`src/fob_regs.svh`:
```
/*
  Offsets, field positions, reset values and timing counts of the fanout
  output-enable controller. Included by bare name by the design files.
*/
`ifndef FOB_REGS_SVH
`define FOB_REGS_SVH

// Register byte offsets on the Avalon-MM slave
`define FOB_OFS_MGMT_OE   6'h00
`define FOB_OFS_OUTCTL    6'h04
`define FOB_OFS_SHIFT     6'h08
`define FOB_OFS_STATE     6'h0c
`define FOB_OFS_IRQ_STAT  6'h10
`define FOB_OFS_IRQ_MASK  6'h14
`define FOB_OFS_ACTIVE    6'h18

// Reset values
`define FOB_MGMT_OE_RST   20'hfffff
`define FOB_OUTCTL_RST    20'hfffff
`define FOB_SHIFT_RST     20'h00000
`define FOB_IRQ_MASK_RST  3'h0

// Polarity: output 19 runs inverted against outputs 18..0
`define FOB_INVERT_MASK   20'h80000

// State register field positions
`define FOB_ST_SB_MODE    0
`define FOB_ST_STARTED    1
`define FOB_ST_PDOWN      2
`define FOB_ST_LOSS       3
`define FOB_ST_LOSS_PIN   4

// Loss-of-signal timeout; least time, rounded up to whole cycles
`define FOB_CLK_PERIOD_NS 25
`define FOB_LOS_TIME_NS   1000
`define FOB_LOS_CYCLES    ((`FOB_LOS_TIME_NS + `FOB_CLK_PERIOD_NS - 1) / `FOB_CLK_PERIOD_NS)
`define FOB_LOS_CNT_W     6

`endif

```
`src/fob_pkg.sv`:
```
/*
  Types of the fanout output-enable controller: power state, side-band
  pin group and interrupt event group. Assumes fob_regs.svh for numbers.
*/
package fob_pkg;

  typedef enum logic [1:0] {
    fob_st_wait  = 2'b00,
    fob_st_run   = 2'b01,
    fob_st_pdown = 2'b10
  } fob_state_t;

  typedef struct packed {
    logic serial_in;
    logic shift_clock;
    logic shift_load;
  } fob_sb_pins_t;

  typedef struct packed {
    logic pdown;
    logic load;
    logic loss;
  } fob_irq_t;

endpackage

```
`src/fob_sync.sv`:
```
/*
  Two-flop synchroniser for a vector of unrelated level inputs.
  Assumes each bit is an independent level; no bus coherency is given.
*/
`timescale 1ns/1ps
module fob_sync #(
  parameter int W = 1
) (
  // Clock and reset
  input  wire logic         i_clk,
  input  wire logic         i_rst_n,
  // Asynchronous levels in, synchronised levels out
  input  wire logic [W-1:0] i_async,
  output logic      [W-1:0] o_sync
);
  logic [W-1:0] meta;

  always_ff @(posedge i_clk or negedge i_rst_n) begin
    if (!i_rst_n) begin
      meta   <= '0;
      o_sync <= '0;
    end else begin
      meta   <= i_async;
      o_sync <= meta;
    end
  end
endmodule

```
`src/fob_fanout_ctrl.sv`:
```
/*
  Output-enable and side-band control of a twenty-output clock fanout
  buffer, with power sequencing, loss-of-signal flag and an Avalon-MM
  register slave. Assumes all pins are asynchronous to i_clk (40 MHz)
  and that the side-band shift clock runs well below a quarter of it.
*/
// Design decisions made here: the Avalon-MM register port and the address map.
// Functional notes
// - Strap 0: shared pins are enables; 1: side-band
// - Side-band keeps bus and dedicated enables working
// - Dedicated enable pins active low: 0 enables
// - Pin 5 shared: enable, or serial data in
// - Shift clock rising edge shifts data in
// - Shift-load low inhibits shifting, high allows
// - Shift-load falling edge copies shift register out
// - Shift register drives serial chain output
// - First power-good high samples strap, starts up
// - Low powers down; high resumes, no resample
// - Loss flag pulled low while reference absent
// - Output 19 polarity inverted against 18..0
`timescale 1ns/1ps
`include "fob_regs.svh"
module fob_fanout_ctrl (
  // Clock and reset
  input  wire logic        i_clk,
  input  wire logic        i_rst_n,
  // Avalon-MM slave
  input  wire logic [5:0]  i_avs_address,
  input  wire logic        i_avs_read,
  input  wire logic        i_avs_write,
  input  wire logic [31:0] i_avs_writedata,
  input  wire logic [3:0]  i_avs_byteenable,
  output logic      [31:0] o_avs_readdata,
  output logic             o_avs_waitrequest,
  // Straps and control pins
  input  wire logic        i_sideband_select_strap,
  input  wire logic        i_power_good_power_down_n,
  input  wire logic        i_reference_clock_in,
  // Enable pins, three of them shared with the side-band port
  input  wire logic        i_out5_enable_or_serial_in,
  input  wire logic        i_out6_enable_or_shift_clock,
  input  wire logic        i_out10_enable_or_shift_load,
  input  wire logic        i_output7_enable_n,
  input  wire logic        i_output8_enable_n,
  input  wire logic        i_output9_enable_n,
  input  wire logic        i_output11_enable_n,
  input  wire logic        i_output12_enable_n,
  // Open-drain loss flag
  input  wire logic        i_input_loss_flag_n,
  output logic             o_input_loss_flag_n,
  output logic             o_input_loss_flag_n_oe,
  // Clock path control and side-band chain
  output logic      [19:0] o_clk_enable,
  output logic      [19:0] o_clk_invert,
  output logic             o_serial_chain_out,
  // Interrupt
  output logic             o_irq
);

  localparam logic [`FOB_LOS_CNT_W-1:0] LOS_LIMIT = `FOB_LOS_CNT_W'(`FOB_LOS_CYCLES);

  logic [11:0]             pin_raw;
  logic [11:0]             pin_s;
  fob_pkg::fob_sb_pins_t   sb_now;
  fob_pkg::fob_sb_pins_t   sb_prev;
  fob_pkg::fob_state_t     st;
  fob_pkg::fob_state_t     next_st;
  fob_pkg::fob_irq_t       irq_stat;
  fob_pkg::fob_irq_t       irq_mask;
  fob_pkg::fob_irq_t       irq_ev;
  fob_pkg::fob_irq_t       irq_clr;
  logic                    strap_s;
  logic                    pg_s;
  logic                    ref_s;
  logic                    ref_prev;
  logic                    loss_pin_s;
  logic                    sb_mode;
  logic                    powered;
  logic                    shift_rise;
  logic                    load_fall;
  logic                    shift_go;
  logic [19:0]             shreg;
  logic [19:0]             outctl;
  logic [19:0]             mgmt_oe;
  logic [19:0]             pin_n;
  logic [19:0]             next_en;
  logic [`FOB_LOS_CNT_W-1:0] los_cnt;
  logic                    loss;
  logic                    ref_edge;
  logic                    ack;
  logic                    wr_acc;
  logic [23:0]             be_bits;
  logic [31:0]             next_rdata;

  // Every pin is asynchronous to i_clk
  assign pin_raw = {i_input_loss_flag_n, i_sideband_select_strap, i_power_good_power_down_n,
                    i_reference_clock_in, i_output12_enable_n, i_output11_enable_n,
                    i_out10_enable_or_shift_load, i_output9_enable_n, i_output8_enable_n,
                    i_output7_enable_n, i_out6_enable_or_shift_clock, i_out5_enable_or_serial_in};

  fob_sync #(
    .W (12)
  ) u_sync (
    .i_clk   (i_clk),
    .i_rst_n (i_rst_n),
    .i_async (pin_raw),
    .o_sync  (pin_s)
  );

  assign loss_pin_s = pin_s[11];
  assign strap_s    = pin_s[10];
  assign pg_s       = pin_s[9];
  assign ref_s      = pin_s[8];
  assign sb_now     = '{serial_in: pin_s[0], shift_clock: pin_s[1], shift_load: pin_s[5]};

  // Power sequencing
  always_ff @(posedge i_clk or negedge i_rst_n) begin
    if (!i_rst_n) begin
      st <= fob_pkg::fob_st_wait;
    end else begin
      st <= next_st;
    end
  end

  always_comb begin
    next_st = st;
    case (st)
      fob_pkg::fob_st_wait: begin
        if (pg_s) begin
          next_st = fob_pkg::fob_st_run;
        end
      end
      fob_pkg::fob_st_run: begin
        if (!pg_s) begin
          next_st = fob_pkg::fob_st_pdown;
        end
      end
      fob_pkg::fob_st_pdown: begin
        if (pg_s) begin
          next_st = fob_pkg::fob_st_run;
        end
      end
      default: begin
        next_st = fob_pkg::fob_st_wait;
      end
    endcase
  end

  assign powered = (st == fob_pkg::fob_st_run);

  // Strap caught once at first power-good; later changes are ignored
  always_ff @(posedge i_clk or negedge i_rst_n) begin
    if (!i_rst_n) begin
      sb_mode <= 1'b0;
    end else if (st == fob_pkg::fob_st_wait && pg_s) begin
      sb_mode <= strap_s;
    end
  end

  // Side-band edge detection on the synchronised pins
  always_ff @(posedge i_clk or negedge i_rst_n) begin
    if (!i_rst_n) begin
      sb_prev <= '0;
    end else begin
      sb_prev <= sb_now;
    end
  end

  assign shift_rise = sb_now.shift_clock && !sb_prev.shift_clock;
  assign load_fall  = !sb_now.shift_load && sb_prev.shift_load;
  assign shift_go   = sb_mode && sb_now.shift_load && shift_rise;

  // Shift register, bit 19 leaves first
  always_ff @(posedge i_clk or negedge i_rst_n) begin
    if (!i_rst_n) begin
      shreg <= `FOB_SHIFT_RST;
    end else if (shift_go) begin
      shreg <= {shreg[18:0], sb_now.serial_in};
    end
  end

  assign o_serial_chain_out = shreg[19];

  always_ff @(posedge i_clk or negedge i_rst_n) begin
    if (!i_rst_n) begin
      outctl <= `FOB_OUTCTL_RST;
    end else if (sb_mode && load_fall) begin
      outctl <= shreg;
    end
  end

  // Pin enables; shared pins stop gating once repurposed
  always_comb begin
    pin_n     = '0;
    pin_n[5]  = sb_mode ? 1'b0 : pin_s[0];
    pin_n[6]  = sb_mode ? 1'b0 : pin_s[1];
    pin_n[10] = sb_mode ? 1'b0 : pin_s[5];
    pin_n[7]  = pin_s[2];
    pin_n[8]  = pin_s[3];
    pin_n[9]  = pin_s[4];
    pin_n[11] = pin_s[6];
    pin_n[12] = pin_s[7];
  end

  for (genvar i = 0; i < 20; i++) begin : g_en
    assign next_en[i] = powered && !pin_n[i] && mgmt_oe[i] && (!sb_mode || outctl[i]);
  end

  always_ff @(posedge i_clk or negedge i_rst_n) begin
    if (!i_rst_n) begin
      o_clk_enable <= '0;
    end else begin
      o_clk_enable <= next_en;
    end
  end

  assign o_clk_invert = `FOB_INVERT_MASK;

  // Loss detect; only edges seen by i_clk count, so the reference pin
  // here must be a divided or activity level below 20 MHz
  assign ref_edge = ref_s ^ ref_prev;

  always_ff @(posedge i_clk or negedge i_rst_n) begin
    if (!i_rst_n) begin
      ref_prev <= 1'b0;
      los_cnt  <= '0;
      loss     <= 1'b0;
    end else begin
      ref_prev <= ref_s;
      if (ref_edge) begin
        los_cnt <= '0;
        loss    <= 1'b0;
      end else if (los_cnt != LOS_LIMIT) begin
        los_cnt <= los_cnt + 1'b1;
      end else begin
        loss <= 1'b1;
      end
    end
  end

  assign o_input_loss_flag_n    = 1'b0;
  assign o_input_loss_flag_n_oe = loss;

  // Avalon-MM: one wait state on every access
  assign o_avs_waitrequest = !ack;
  assign wr_acc  = i_avs_write && ack;
  assign be_bits = {{8{i_avs_byteenable[2]}}, {8{i_avs_byteenable[1]}}, {8{i_avs_byteenable[0]}}};

  always_ff @(posedge i_clk or negedge i_rst_n) begin
    if (!i_rst_n) begin
      ack <= 1'b0;
    end else begin
      ack <= (i_avs_read || i_avs_write) && !ack;
    end
  end

  always_ff @(posedge i_clk or negedge i_rst_n) begin
    if (!i_rst_n) begin
      mgmt_oe <= `FOB_MGMT_OE_RST;
    end else if (wr_acc && i_avs_address == `FOB_OFS_MGMT_OE) begin
      mgmt_oe <= (mgmt_oe & ~be_bits[19:0]) | (i_avs_writedata[19:0] & be_bits[19:0]);
    end
  end

  always_ff @(posedge i_clk or negedge i_rst_n) begin
    if (!i_rst_n) begin
      irq_mask <= `FOB_IRQ_MASK_RST;
    end else if (wr_acc && i_avs_address == `FOB_OFS_IRQ_MASK && i_avs_byteenable[0]) begin
      irq_mask <= i_avs_writedata[2:0];
    end
  end

  // Sticky events; a set in the clearing cycle survives
  assign irq_ev.loss  = !loss && !ref_edge && los_cnt == LOS_LIMIT;
  assign irq_ev.load  = sb_mode && load_fall;
  assign irq_ev.pdown = powered && !pg_s;
  assign irq_clr = (wr_acc && i_avs_address == `FOB_OFS_IRQ_STAT && i_avs_byteenable[0])
                   ? i_avs_writedata[2:0] : 3'h0;

  always_ff @(posedge i_clk or negedge i_rst_n) begin
    if (!i_rst_n) begin
      irq_stat <= '0;
    end else begin
      irq_stat <= (irq_stat & ~irq_clr) | irq_ev;
    end
  end

  assign o_irq = |(irq_stat & irq_mask);

  always_comb begin
    next_rdata = 32'h0;
    case (i_avs_address)
      `FOB_OFS_MGMT_OE:  next_rdata = {12'h0, mgmt_oe};
      `FOB_OFS_OUTCTL:   next_rdata = {12'h0, outctl};
      `FOB_OFS_SHIFT:    next_rdata = {12'h0, shreg};
      `FOB_OFS_STATE: begin
        next_rdata[`FOB_ST_SB_MODE]  = sb_mode;
        next_rdata[`FOB_ST_STARTED]  = (st != fob_pkg::fob_st_wait);
        next_rdata[`FOB_ST_PDOWN]    = (st == fob_pkg::fob_st_pdown);
        next_rdata[`FOB_ST_LOSS]     = loss;
        next_rdata[`FOB_ST_LOSS_PIN] = loss_pin_s;
      end
      `FOB_OFS_IRQ_STAT: next_rdata = {29'h0, irq_stat};
      `FOB_OFS_IRQ_MASK: next_rdata = {29'h0, irq_mask};
      `FOB_OFS_ACTIVE:   next_rdata = {12'h0, o_clk_enable};
      default:           next_rdata = 32'h0;
    endcase
  end

  always_ff @(posedge i_clk or negedge i_rst_n) begin
    if (!i_rst_n) begin
      o_avs_readdata <= 32'h0;
    end else if (i_avs_read && !ack) begin
      o_avs_readdata <= next_rdata;
    end
  end

  // Checks
  property p_mux_as_enable;
    @(posedge i_clk) disable iff (!i_rst_n)
    (powered && !sb_mode) |=> o_clk_enable[6] == (!$past(pin_s[1]) && $past(mgmt_oe[6]));
  endproperty
  a_mux_as_enable: assert property (p_mux_as_enable) else $error("shared pin 6 not acting as enable");

  property p_sb_keeps_pins;
    @(posedge i_clk) disable iff (!i_rst_n)
    (powered && sb_mode && pin_s[2]) |=> !o_clk_enable[7];
  endproperty
  a_sb_keeps_pins: assert property (p_sb_keeps_pins) else $error("pin 7 ignored in side-band mode");

  property p_pin_active_low;
    @(posedge i_clk) disable iff (!i_rst_n)
    (powered && !pin_s[4] && mgmt_oe[9] && (!sb_mode || outctl[9])) |=> o_clk_enable[9];
  endproperty
  a_pin_active_low: assert property (p_pin_active_low) else $error("low pin 9 did not enable output");

  property p_shift_in;
    @(posedge i_clk) disable iff (!i_rst_n)
    (sb_mode && sb_now.shift_load && shift_rise) |=>
      shreg == {$past(shreg[18:0]), $past(sb_now.serial_in)} && o_serial_chain_out == $past(shreg[18]);
  endproperty
  a_shift_in: assert property (p_shift_in) else $error("shift edge did not shift in data");

  property p_shift_inhibit;
    @(posedge i_clk) disable iff (!i_rst_n)
    (!sb_now.shift_load || !sb_mode) |=> $stable(shreg);
  endproperty
  a_shift_inhibit: assert property (p_shift_inhibit) else $error("shift while load low");

  property p_load_copy;
    @(posedge i_clk) disable iff (!i_rst_n)
    (sb_mode && load_fall) |=> outctl == $past(shreg) ##1 (o_clk_enable & ~$past(outctl)) == 20'h0;
  endproperty
  a_load_copy: assert property (p_load_copy) else $error("load fall did not copy shift register");

  property p_startup;
    @(posedge i_clk) disable iff (!i_rst_n)
    (st == fob_pkg::fob_st_wait && pg_s) |=> powered && sb_mode == $past(strap_s);
  endproperty
  a_startup: assert property (p_startup) else $error("startup did not sample strap");

  property p_power_down;
    @(posedge i_clk) disable iff (!i_rst_n)
    (powered && !pg_s) |=> st == fob_pkg::fob_st_pdown && $stable(sb_mode) ##1 o_clk_enable == 20'h0;
  endproperty
  a_power_down: assert property (p_power_down) else $error("power-down not entered");

  property p_loss_flag;
    @(posedge i_clk) disable iff (!i_rst_n)
    ref_edge |=> !o_input_loss_flag_n_oe [*8];
  endproperty
  a_loss_flag: assert property (p_loss_flag) else $error("loss flag set despite reference edge");

endmodule

```
`config.mk`:
```
export PLATFORM = sky130hd
export DESIGN_NAME = fob_fanout_ctrl
export DESIGN_NICKNAME = d
export VERILOG_FILES = /design/src/fob_pkg.sv /design/src/fob_sync.sv /design/src/fob_fanout_ctrl.sv
export VERILOG_INCLUDE_DIRS = /design/src
export SDC_FILE = /design/constraint.sdc
export NUM_CORES = 1
export LEC_CHECK = 0
export ABC_AREA = 1
export BUFFER_PORTS_ARGS = -buffer_cell sky130_fd_sc_hd__buf_2
export CORE_MARGIN = 1.5
export CORE_UTILIZATION = 45
export DETAILED_ROUTE_END_ITERATION = 8
export PLACE_DENSITY_LB_ADDON = 0.05
export SLEW_MARGIN = 20
export SYNTH_ARGS = -nofsm -noshare
export SYNTH_HDL_FRONTEND = slang
export SYNTH_HIERARCHICAL = 1
export SYNTH_SLANG_ARGS = --single-unit
```
`constraint.sdc`:
```
create_clock -name i_clk -period 1.24 [get_ports i_clk]
set_input_delay 0.186 -clock i_clk [delete_from_list [all_inputs] [get_ports i_clk]]
set_output_delay 0.186 -clock i_clk [all_outputs]
set_load 0.02 [all_outputs]
```
## Word-level counts from Yosys, hierarchy flattened

Index checks and enable logic that the tools add are counted.

| operators by class | value |
|---|---|
| add/subtract/negate cells | 1 |
| eq/ne operators | 13 |
| muxes and demuxes | 13 |
| bitwise gates (word level) | 9 |
| reduce and logical (&&, ||, !) cells | 108 |

Operators with widths:

| cell | number |
|---|---|
| 1-bit logical AND | 65 |
| 15-bit case mux with 4 select lines | 1 |
| 20-bit bitwise AND | 2 |
| 5-bit case mux with 7 select lines | 1 |
| 1-bit logical OR | 21 |
| 20-bit NOT | 1 |
| 20-bit OR | 1 |
| 6-bit by 5-bit == test with 1-bit output (second input constant) | 3 |
| 1-bit zero test | 15 |
| 6-bit by 4-bit == test with 1-bit output (second input constant) | 2 |
| 6-bit 2-to-1 mux | 2 |
| 6-bit by 1-bit adder with 6-bit output (second input constant) | 1 |
| 3-bit bitwise AND | 2 |
| 6-bit by 3-bit == test with 1-bit output (second input constant) | 1 |
| 6-bit == test (second input constant) | 1 |
| 6-bit zero test | 1 |
| 6-bit != test (second input constant) | 1 |
| 1-bit 2-to-1 mux | 5 |
| 2-bit 2-to-1 mux | 2 |
| 2-bit != test (second input constant) | 2 |
| 2-bit case mux with 2 select lines | 1 |
| 2-bit nonzero test | 2 |
| 3-bit 2-to-1 mux | 1 |
| 3-bit NOT | 1 |
| 9 further kinds | 9 |

| word-level totals | value |
|---|---|
| register bits | 156 |
| output and inout port bits | 77 |

## Logic depth before layout (Yosys ltp)

Gate-level depths: netlist of run 1.

| depth | value |
|---|---|
| depth after elaboration | 7 |
| gate-level depth with buffers | 9 |
| depth with buffers taken out | 9 |

## Hierarchy

Netlist of run 1, hierarchy kept.

By module, submodules not included:

| module | instances | cells an instance | area an instance (um^2) |
|---|---|---|---|
| fob_fanout_ctrl | 1 | 681 | 5661.7 |
| fob_sync | 1 | 24 | 600.6 |

## Least setup slack after synthesis of run 1

OpenSTA, ideal clock, no wires.

| path | value |
|---|---|
| kind | register to register |
| from | register ack |
| to | register o_avs_readdata[10] |
| library setup time | 0.066 ns |
| arrival | 1.194 ns |
| data required time | 1.174 ns |
| slack | -0.019 ns |
| stages on the path, launching flop included | 6 |
| clock period less this slack | 1.259 ns |
| cells stage by stage | dfrtp_1 nor2_1 clkbuf_1 buf_1 nand2_1 nand2_1 |

| between the ends | value |
|---|---|
| word-level cells in the longest chain between the ends | 2 |

RTL lines:

| item | line | RTL |
|---|---|---|
| start, declared | fob_fanout_ctrl.sv:90 | `logic ack;` |
| start signal, assigned | fob_fanout_ctrl.sv:253 | `ack <= (i_avs_read \|\| i_avs_write) && !ack;` |
| 1-bit zero test | fob_fanout_ctrl.sv:313 | `end else if (i_avs_read && !ack) begin` |
| 1-bit logical AND | fob_fanout_ctrl.sv:313 |  |
| end signal, assigned | fob_fanout_ctrl.sv:314 | `o_avs_readdata <= next_rdata;` |
| end, declared | fob_fanout_ctrl.sv:33 | `output logic [31:0] o_avs_readdata,` |

No other way between the ends.
A chain may end at the register's enable or synchronous reset.

## Worst setup path in the final report of run 1

| path | value |
|---|---|
| from | register ack |
| to | output o_avs_waitrequest |

| between the ends | value |
|---|---|
| word-level cells in the longest chain between the ends | 1 |

RTL lines:

| item | line | RTL |
|---|---|---|
| 1-bit zero test | fob_fanout_ctrl.sv:245 | `assign o_avs_waitrequest = !ack;` |
| end, declared | fob_fanout_ctrl.sv:34 | `output logic o_avs_waitrequest,` |

No other way between the ends.

==> impl_metrics.yaml, run 1 <==
run_status:
  outcome: "complete, but fails checks"
  failed_checks: "negative setup slack"
worst_setup_path:
  critical_path.max_stage_delay_ns: 0.45
  critical_path.cell_chain: "buf_6 -> inv_2 -> buf_6"
  rr_startpoint: "ack$_DFF_PN0_"
  ff2ff_path_depth: 6
  regToRegSetupSlack_ns: -0.03
  critical_path_arrival_ns: 1.13
  worst-path-max-fanout: 4
  critical_path.slowest_cell: "dfrtp_2"
  critPathCaptureType: "output port"
  worst-setup-path-type: "reg -> out"
  critical_path.startpoint_type: "register"
  cp_dominant_cell_by_count: "buf_6"
  timing.critical_path.required_ns: 1.05
drt:
  num_vias: 5229
  route.antenna.remaining_nets: 0
  detail_route.first_pass.iterations: 5
  drt_drc_violations_left: 0
  routedWlPerCell_um: 15.6
  drt-vias-per-instance: 4.92
  detail_route.iter0.violations: 309
  detail_route.wirelength_mm: 16.6
synthesis:
  synth-edff-count: 0
  synthTopCellsByArea: "dfrtp_1 (42%), dfstp_2 (17%), nand2_1 (13%)"
  post-synth-top-area-cell: "dfrtp_1"
  ys.warnings.count: 6
  ys_ff_latch: 144
  commonest_register_cell_after_synthesis: "dfrtp_1"
  ys_seq_area_share_pct: 58.3
  ys_async_sr_fraction_pct: 100
  post_synth_inst_count: 705
  mappedNetlistArea_um2: 6260
  yosys.area.top_type_share_pct: 41.6
  syn-mean-instance-area_um2: 8.88
  yosys.cell_types.count: 28
min_path:
  min-delay-start: "i_avs_writedata[11]"
  worstHoldPathCells: 3
  min_path_type: "in -> reg"
grt:
  grt_pass1_wl_mm: 25.9
  globalRoute.totalOverflow: 0
  number_of_global_route_vias_before_repair: 4941
  grt_util_all_layers_pct: 23.5
  grt_antenna_before_repair: 0
  maximum_number_of_pins_on_one_net_before_global_route_repair: 39
layout:
  area.sequential_um2: 3660
  multiInputGateArea_um2: 2230
  final_util_pct: 62.1
  synthToLayoutAreaGrowth_pct: 32.9
  most_common_library_cell_in_the_layout_ignoring_fill_and_taps: "nand2_1"
  drive_above_1_share_pct: 30.0
  layout.nets: 934
  final_cell_mix: "nand2_1 (206), dfrtp_1 (101), buf_2 (86)"
  filler_cell_count: 1162
  insertedDiodeCount: 0
power_and_ir_drop:
  power_leakage_nw: 4.11
  cellPowerDensity_nw_per_um2: 1490
  irDropWorstVdd_v: 0.00118
  totalPowerFinal_w: 0.0124
floorplanning:
  die_area_um2: 14600
  ios: 135
  row_count: 42
  die_height_um: 121
  fp.dieW_um: 121
  initial_utilization_pct: 46.7
  core_area_um2: 13400
timing:
  finalCritPeriodShare_pct: 106
  setup_viol: 14
  hold_violations: 0
  timing.fmax_mhz: 758
  timing.hold.ws_ns: 0.0149
  finClkSkew_ns: 0.00591
  timing.final.crit_period_ns: 1.32
  timing.final.max_slew_violations: 0
  setup_repair_after_global_routing_missed_its_margin: "yes"
  setup_slack_ns: -0.0790
placed_design:
  place_hpwl_mm: 11.0
  finalWeightedCongestion: 0.901
  io_buffer_count: 88
clock_network:
  path_clk_slew_ns: 0.06
  tritoncts_buffer_count: 17
  insertion_delay_ns: 0.42
  cts_num_sinks: 144
  cts_max_path_buffers: 2
  cts_root_buffer: "clkbuf_16"
  htree_levels: 4
  clock_tree_from_tritoncts: "done"
run:
  timing.max_cap.violations: 0
[cell usage after synthesis (4+ instances only)]
cell        n
nand2_1   210
dfrtp_1   104
o21ai_0    62
inv_1      56
nor2_1     55
nand3_1    45
dfstp_2    40
buf_4      35
nand4_1    27
clkbuf_1   19
a21oi_1     7
nor4_1      5
buf_2       4
nand2_2     4
nor2_2      4
nor2_4      4
[report_power, final]
part / leakage [nW] / switching, W / internal, W
logic: 2.05 / 0.000957 / 0.000610
registers: 1.76 / 0.000277 / 0.00513
clock network: 0.299 / 0.00197 / 0.00348
[metal layers]
| layer | up-vias | share of wire, % | global-route usage, % |
|---|---|---|---|
| li1 | 2531 | - | - |
| met1 | 2491 | 46 | 32.9 |
| met2 | 186 | 47 | 37.3 |
| met3 | 21 | 5.6 | 4.79 |
| met4 | 0 | 1.3 | 6.69 |
| met5 | - | 0 | 0 |
[cells by family after synthesis]
logic type | synth area share [%]
simple gates | 24.4
fa+ha+maj | 0.400
other cells | 0.120
buf+inv | 9.51
flops | 58.3
compound gates | 6.71
xor+xnor | 0.560
[stage by stage]
stage               area (um^2)  worst slack [ns]  TNS, ns  cells
finish                     8320           -0.0790   -0.315   1063
global route               8320            -0.123    -1.93   1063
CTS                        8130           -0.0839   -0.856   1051
floorplan                  6380            0.0102        0    736
global placement           7080            -0.143    -2.66    979
detailed placement         7080            -0.135    -4.08    979
[worst max-delay path by stage]
stage                       from                         to  slack, ns  cells past startpoint
3_3_place_gp       ack$_DFF_PN0_      irq_stat[0]$_DFF_PN0_      -0.14                      5
6_report           ack$_DFF_PN0_          o_avs_waitrequest      -0.08                      3
2_1_floorplan  st[0]$_DFFE_PN0P_  o_clk_enable[0]$_DFF_PN0_       0.01                      4
4_1_cts            ack$_DFF_PN0_          o_avs_waitrequest      -0.08                      3
3_5_place_dp    i_avs_address[5]                   register      -0.14                     10
5_1_grt            ack$_DFF_PN0_          o_avs_waitrequest      -0.12                      3
[critical path: cells and delay by family, from the launching register on]
| family | cells | cell delay, ns |
|---|---|---|
| flops | 1 | 0.45 |
| buf+inv | 3 | 0.27 |
[area by class of cell]
class | count | share of cell area (%)
clock buffers | 20 | 5.49
clock inverters | 12 | 2.18
well taps | 176 | 2.65
multi-input cells | 474 | 26.8
inverters | 57 | 2.68
repair inverters | 2 | 0.180
repair buffers | 178 | 16.1
flip-flops and latches | 144 | 43.9
[repair_timing]
item / 4_1_cts / 5_1_grt
gates cloned: 2 / 3
endpoints found under the hold margin: 137 / 0
gates resized for setup: 22 / 37
hold buffers: 25 / 0
setup endpoints to repair: 41 / 86
pin swaps: 4 / 6
setup buffers: 13 / 9
No activity file was read; power rests on OpenSTA's default activity.
==> run 2, diff against run 1 <==
--- a/config.mk
+++ b/config.mk
@@ -8,6 +8,7 @@
 export LEC_CHECK = 0
 export ABC_AREA = 1
 export BUFFER_PORTS_ARGS = -buffer_cell sky130_fd_sc_hd__buf_2
+export CORE_ASPECT_RATIO = 1.75
 export CORE_MARGIN = 1.5
 export CORE_UTILIZATION = 45
 export DETAILED_ROUTE_END_ITERATION = 8
==> constraint.sdc (replaced) <==
create_clock -name i_clk -period 1.5 [get_ports i_clk]
set_input_delay 0.225 -clock i_clk [delete_from_list [all_inputs] [get_ports i_clk]]
set_output_delay 0.225 -clock i_clk [all_outputs]
set_load 0.02 [all_outputs]
==> run 2 against run 1 <==
  * The flow now finishes without violations
  * Clock-buffer cell count fell by 2
  * Largest power group is now registers
  * First-iteration DRC count is 22% lower
  * Cell area decreased by 7.5%
  * Non-clock buffer count fell by 48
  * Highest routed layer unchanged
  * Combinational power fell by 35%
  * Sequential power decreased by 17%
  * Sequential share of layout area rose by 3.5 points
  * Clock skew up 0.0035 ns
  * Setup slack gained 0.22 ns
  * Register-to-register slack better by 0.17 ns
==> impl_metrics.yaml, run 2 (synthesis gave the netlist of run 1 again) <==
run_status:
  outcome: "completed"
timing:
  timing.fmax_mhz: 735
  finClkSkew_ns: 0.00946
  setup_slack_ns: 0.139
  setup_viol: 0
  timing.final.crit_period_ns: 1.36
  finalCritPeriodShare_pct: 90.7
  setup_repair_after_global_routing_missed_its_margin: "no"
  hold_violations: 0
  timing.final.max_slew_violations: 0
  tns_ns: 0
drt:
  routedWlPerCell_um: 15.3
  drt_drc_violations_left: 0
  drt-vias-per-instance: 4.89
  detail_route.iter0.violations: 240
  detail_route.wirelength_mm: 15.4
  num_vias: 4941
  route.antenna.remaining_nets: 0
  detail_route.first_pass.iterations: 4
grt:
  grt_antenna_before_repair: 0
  globalRoute.totalOverflow: 0
  grt_pass1_wl_mm: 24.8
  grt_util_all_layers_pct: 22.1
  number_of_global_route_vias_before_repair: 4982
  maximum_number_of_pins_on_one_net_before_global_route_repair: 46
worst_setup_path:
  critical_path_arrival_ns: 1.14
  critical_path.cell_chain: "nand2_1 -> nand3_1 -> buf_2"
  timing.critical_path.required_ns: 1.27
  rr_startpoint: "ack$_DFF_PN0_"
  critPathCaptureType: "output port"
  critical_path.slowest_cell: "dfrtp_1"
  critical_path.startpoint_type: "register"
  ff2ff_path_depth: 5
  regToRegSetupSlack_ns: 0.14
  worst-setup-path-type: "reg -> out"
  critical_path.max_stage_delay_ns: 0.41
  worst-path-max-fanout: 3
  r2r_end: "irq_stat[0]$_DFF_PN0_"
layout:
  postLayoutCellArea_um2: 7700
  drive_above_1_share_pct: 24.6
  final_cell_mix: "nand2_1 (210), dfrtp_1 (104), buf_2 (87)"
  most_common_library_cell_in_the_layout_ignoring_fill_and_taps: "nand2_1"
  final_util_pct: 56.9
  synthToLayoutAreaGrowth_pct: 22.9
  layout.nets: 884
  insertedDiodeCount: 0
floorplanning:
  row_count: 56
  core_area_um2: 13500
  die_height_um: 159
  fp.dieW_um: 92.2
  die_area_um2: 14700
  ios: 135
  initial_utilization_pct: 46.3
clock_network:
  cts_post_setup_buffers_inserted: 0
  tritoncts_buffer_count: 17
  htree_levels: 4
  cts_num_sinks: 144
  cts_root_buffer: "clkbuf_16"
  cts_max_path_buffers: 2
  path_clk_slew_ns: 0.06
  insertion_delay_ns: 0.41
  clock_tree_from_tritoncts: "done"
placed_design:
  finalWeightedCongestion: 0.848
  place_hpwl_mm: 10.9
  dp_worst_setup_slack_ns: 0.0795
  io_buffer_count: 88
  dpl-instance-area_um2: 6970
run:
  timing.max_cap.violations: 0
power_and_ir_drop:
  power_leakage_nw: 3.84
  cellPowerDensity_nw_per_um2: 1260
  irDropWorstVdd_v: 0.000886
  totalPowerFinal_w: 0.00970
min_path:
  worstHoldPathCells: 3
  min-delay-start: "i_avs_writedata[18]"
  min_path_type: "in -> reg"
==> run 2: changes by cell type in the layout (fill, tap and decap cells not counted), moves of 4 or more <==
cell / delta
buf_4: -24
dlygate4sd3_1: -12
buf_6: -10
o21ai_0: +8
o21ai_1: -8
clkinvlp_4: -6
inv_1: +5
clkinv_4: +4
nand2_1: +4
nand3_1: +4
==> run 2: area by class of cell <==
class,instances,area (um^2)
fillers,1213,5830
flip-flops and latches,144,3650
multi-input cells,474,2130
repair buffers,130,882
clock buffers,18,439
well taps,174,218
inverters,57,215
clock inverters,14,158
==> run 2: worst max-delay path by stage <==
stage / from / end / cells after the start
global placement: i_avs_address[3] / register / 7
global route: ack$_DFF_PN0_ / irq_stat[0]$_DFF_PN0_ / 5
CTS: ack$_DFF_PN0_ / irq_stat[0]$_DFF_PN0_ / 5
detailed placement: i_avs_address[3] / register / 8
finish: irq_stat[2]$_DFF_PN0_ / o_irq / 3
floorplan: ack$_DFF_PN0_ / o_avs_readdata[10]$_DFFE_PN0P_ / 5
==> run 2: power breakdown <==
part / leakage, nW / total [W] / switching [W] / internal [W]
clock network: 0.289 / 0.00421 / 0.00169 / 0.00252
logic: 1.79 / 0.00102 / 0.000684 / 0.000334
registers: 1.77 / 0.00447 / 0.000238 / 0.00424
==> run 2: what timing repair did <==
item | in CTS | in global routing
endpoints found under the setup margin | 0 | 3
endpoints found under the hold margin | 96 | 0
hold buffers | 13 | 0
resized for setup | 0 | 2
==> run 2: per-layer routing <==
metal / GRT usage (%) / wire length, um
met1: 24.6 / 6090
met2: 40.1 / 8490
met3: 3.77 / 498
met4: 10.2 / 363
met5: 0 / 0
==> run 2: metrics by stage <==
stage | cells | hold slack (ns)
after global placement | 966 | 0.108
after floorplan | 736 | -0.0706
after CTS | 1011 | 0.00974
after detailed placement | 966 | 0.109
final | 1011 | 0.0261
after global routing | 1011 | 0.0150
==> run 2: worst max-delay path, delay by kind of cell, from the launching register on <==
kind | cells | cell delay (ns)
buf+inv | 1 | 0.16
simple gates | 2 | 0.15
flops | 1 | 0.41
==> run 3, diff against run 2 <==
--- a/config.mk
+++ b/config.mk
@@ -13,6 +13,7 @@
 export CORE_UTILIZATION = 45
 export DETAILED_ROUTE_END_ITERATION = 8
 export PLACE_DENSITY_LB_ADDON = 0.05
+export SETUP_SLACK_MARGIN = 0.3
 export SLEW_MARGIN = 20
 export SYNTH_ARGS = -nofsm -noshare
 export SYNTH_HDL_FRONTEND = slang
==> run 3 against run 2 <==
  * Global-route usage increased by 1.5 points
  * First-iteration DRC count grew 10%
  * Clock power is essentially flat
  * Sequential share of layout area fell by 7.7 points
  * Largest cell class unchanged
  * Highest routed layer unchanged
==> impl_metrics.yaml, run 3 (synthesis gave the netlist of run 1 again) <==
timing:
  timing.final.max_slew_violations: 0
  finClkSkew_ns: 0.00538
  timing.hold.ws_ns: 0.00625
  timing.fmax_mhz: 745
  setup_viol: 0
  finalCritPeriodShare_pct: 89.5
  setup_repair_after_global_routing_missed_its_margin: "yes"
  hold_violations: 0
  timing.final.crit_period_ns: 1.34
  tns_ns: 0
worst_setup_path:
  worst-setup-path-type: "reg -> out"
  worst-path-max-fanout: 2
  critical_path_arrival_ns: 1.12
  regToRegSetupSlack_ns: 0.19
  critical_path.cell_chain: "nand2_1 -> nand3_2 -> buf_6"
  timing.critical_path.required_ns: 1.27
  critPathCaptureType: "output port"
  critical_path.startpoint_type: "register"
  critical_path.slowest_cell: "dfrtp_1"
  critical_path.max_stage_delay_ns: 0.39
drt:
  detail_route.wirelength_mm: 18.2
  drt_drc_violations_left: 0
  detail_route.first_pass.iterations: 5
  drt-vias-per-instance: 5.07
  num_vias: 5449
  routedWlPerCell_um: 16.9
  route.antenna.remaining_nets: 0
  detail_route.iter0.violations: 264
floorplanning:
  core_area_um2: 13500
  die_height_um: 159
  ios: 135
  fp.dieW_um: 92.2
  row_count: 56
  die_area_um2: 14700
  initial_utilization_pct: 46.3
power_and_ir_drop:
  irDropWorstVdd_v: 0.000865
  power_leakage_nw: 4.35
  cellPowerDensity_nw_per_um2: 1110
layout:
  synthToLayoutAreaGrowth_pct: 47.0
  layoutNonFillerInstCount: 1075
  insertedDiodeCount: 0
  layout.nets: 948
  most_common_library_cell_in_the_layout_ignoring_fill_and_taps: "nand2_1"
  drive_above_1_share_pct: 42.5
  final_cell_mix: "nand2_1 (150), dfrtp_1 (102), buf_4 (61)"
grt:
  grt_util_all_layers_pct: 23.5
  grt_pass1_wl_mm: 26.2
  globalRoute.totalOverflow: 0
  grt_antenna_before_repair: 0
  maximum_number_of_pins_on_one_net_before_global_route_repair: 48
  number_of_global_route_vias_before_repair: 5196
clock_network:
  cts_root_buffer: "clkbuf_16"
  clock_tree_from_tritoncts: "done"
  path_clk_slew_ns: 0.06
  insertion_delay_ns: 0.42
  cts_num_sinks: 144
  htree_levels: 4
  cts_max_path_buffers: 2
  tritoncts_buffer_count: 17
run:
  timing.max_cap.violations: 0
placed_design:
  io_buffer_count: 88
  place_hpwl_mm: 10.8
  dp.cells: 966
  finalWeightedCongestion: 0.820
min_path:
  min_path_type: "in -> reg"
run_status:
  outcome: "completed"
run 3: changes by cell type in the layout (fill, tap and decap cells not counted), sizes merged:
cell	delta
inv	-4
clkinvlp	+7
nand2	+2
buf	+55
clkinv	-3
clkbuf	+7
run 3: worst paths after layout:
path,start,end,depth (start not counted)
min,i_avs_writedata[15],register,3
min in group asynchronous,i_rst_n,o_avs_readdata[17]$_DFFE_PN0P_,2
max in group asynchronous,i_rst_n,asynchronous set/reset pin,3
max reg2reg,ack$_DFF_PN0_,o_avs_readdata[7]$_DFFE_PN0P_,7
min reg2reg,u_sync/meta[5]$_DFF_PN0_,u_sync/o_sync[5]$_DFF_PN0_,0
max,irq_stat[2]$_DFF_PN0_,o_irq,3
run 3: cell type report:
type	instances	area, um^2
Fill cell	1090	4320
Sequential cell	144	3660
Multi-Input combinational cell	476	2700
Timing Repair Buffer	190	1810
Clock buffer	20	457
Inverter	57	223
Tap cell	174	218
Clock inverter	12	134
Timing Repair inverter	2	15.0
run 3: what timing repair did:
item / CTS / global route
endpoints found under the hold margin: 101 / 0
resized for setup: 82 / 217
cloned: 4 / 7
endpoints found under the setup margin: 90 / 137
pin swaps: 13 / 29
hold buffers: 13 / 0
setup buffers: 28 / 25
run 3: critical path, delay by kind of cell (launching register included):
kind	cells	cell delay (ns)
buffers and inverters	1	0.13
DFF	1	0.39
and+or+nand+nor	2	0.17
run 3: where the power goes:
group | switching (W) | internal, W | total (W)
Clock | 0.00168 | 0.00254 | 0.00422
Combinational | 0.000878 | 0.000626 | 0.00150
Sequential | 0.000277 | 0.00424 | 0.00451
run 3: stage by stage:
stage               area [um^2]  power, W  worst slack, ns  utilization, %
global route               9200    0.0107            0.126            68.1
CTS                        8230   0.00997            0.148            60.8
floorplan                  6380   0.00509            0.331               -
detailed placement         6960   0.00551         -0.00580            51.4
global placement           6960   0.00547           0.0397            51.4
finish                     9200    0.0102            0.157            68.1
run 3: routing by layer:
layer	GRT usage [%]	wire length [um]	vias to the layer above
met4	10.0	503	0
met5	0	0	-
met1	27.0	6650	2675
met2	42.1	10300	177
met3	4.58	654	31
li1	-	-	2566
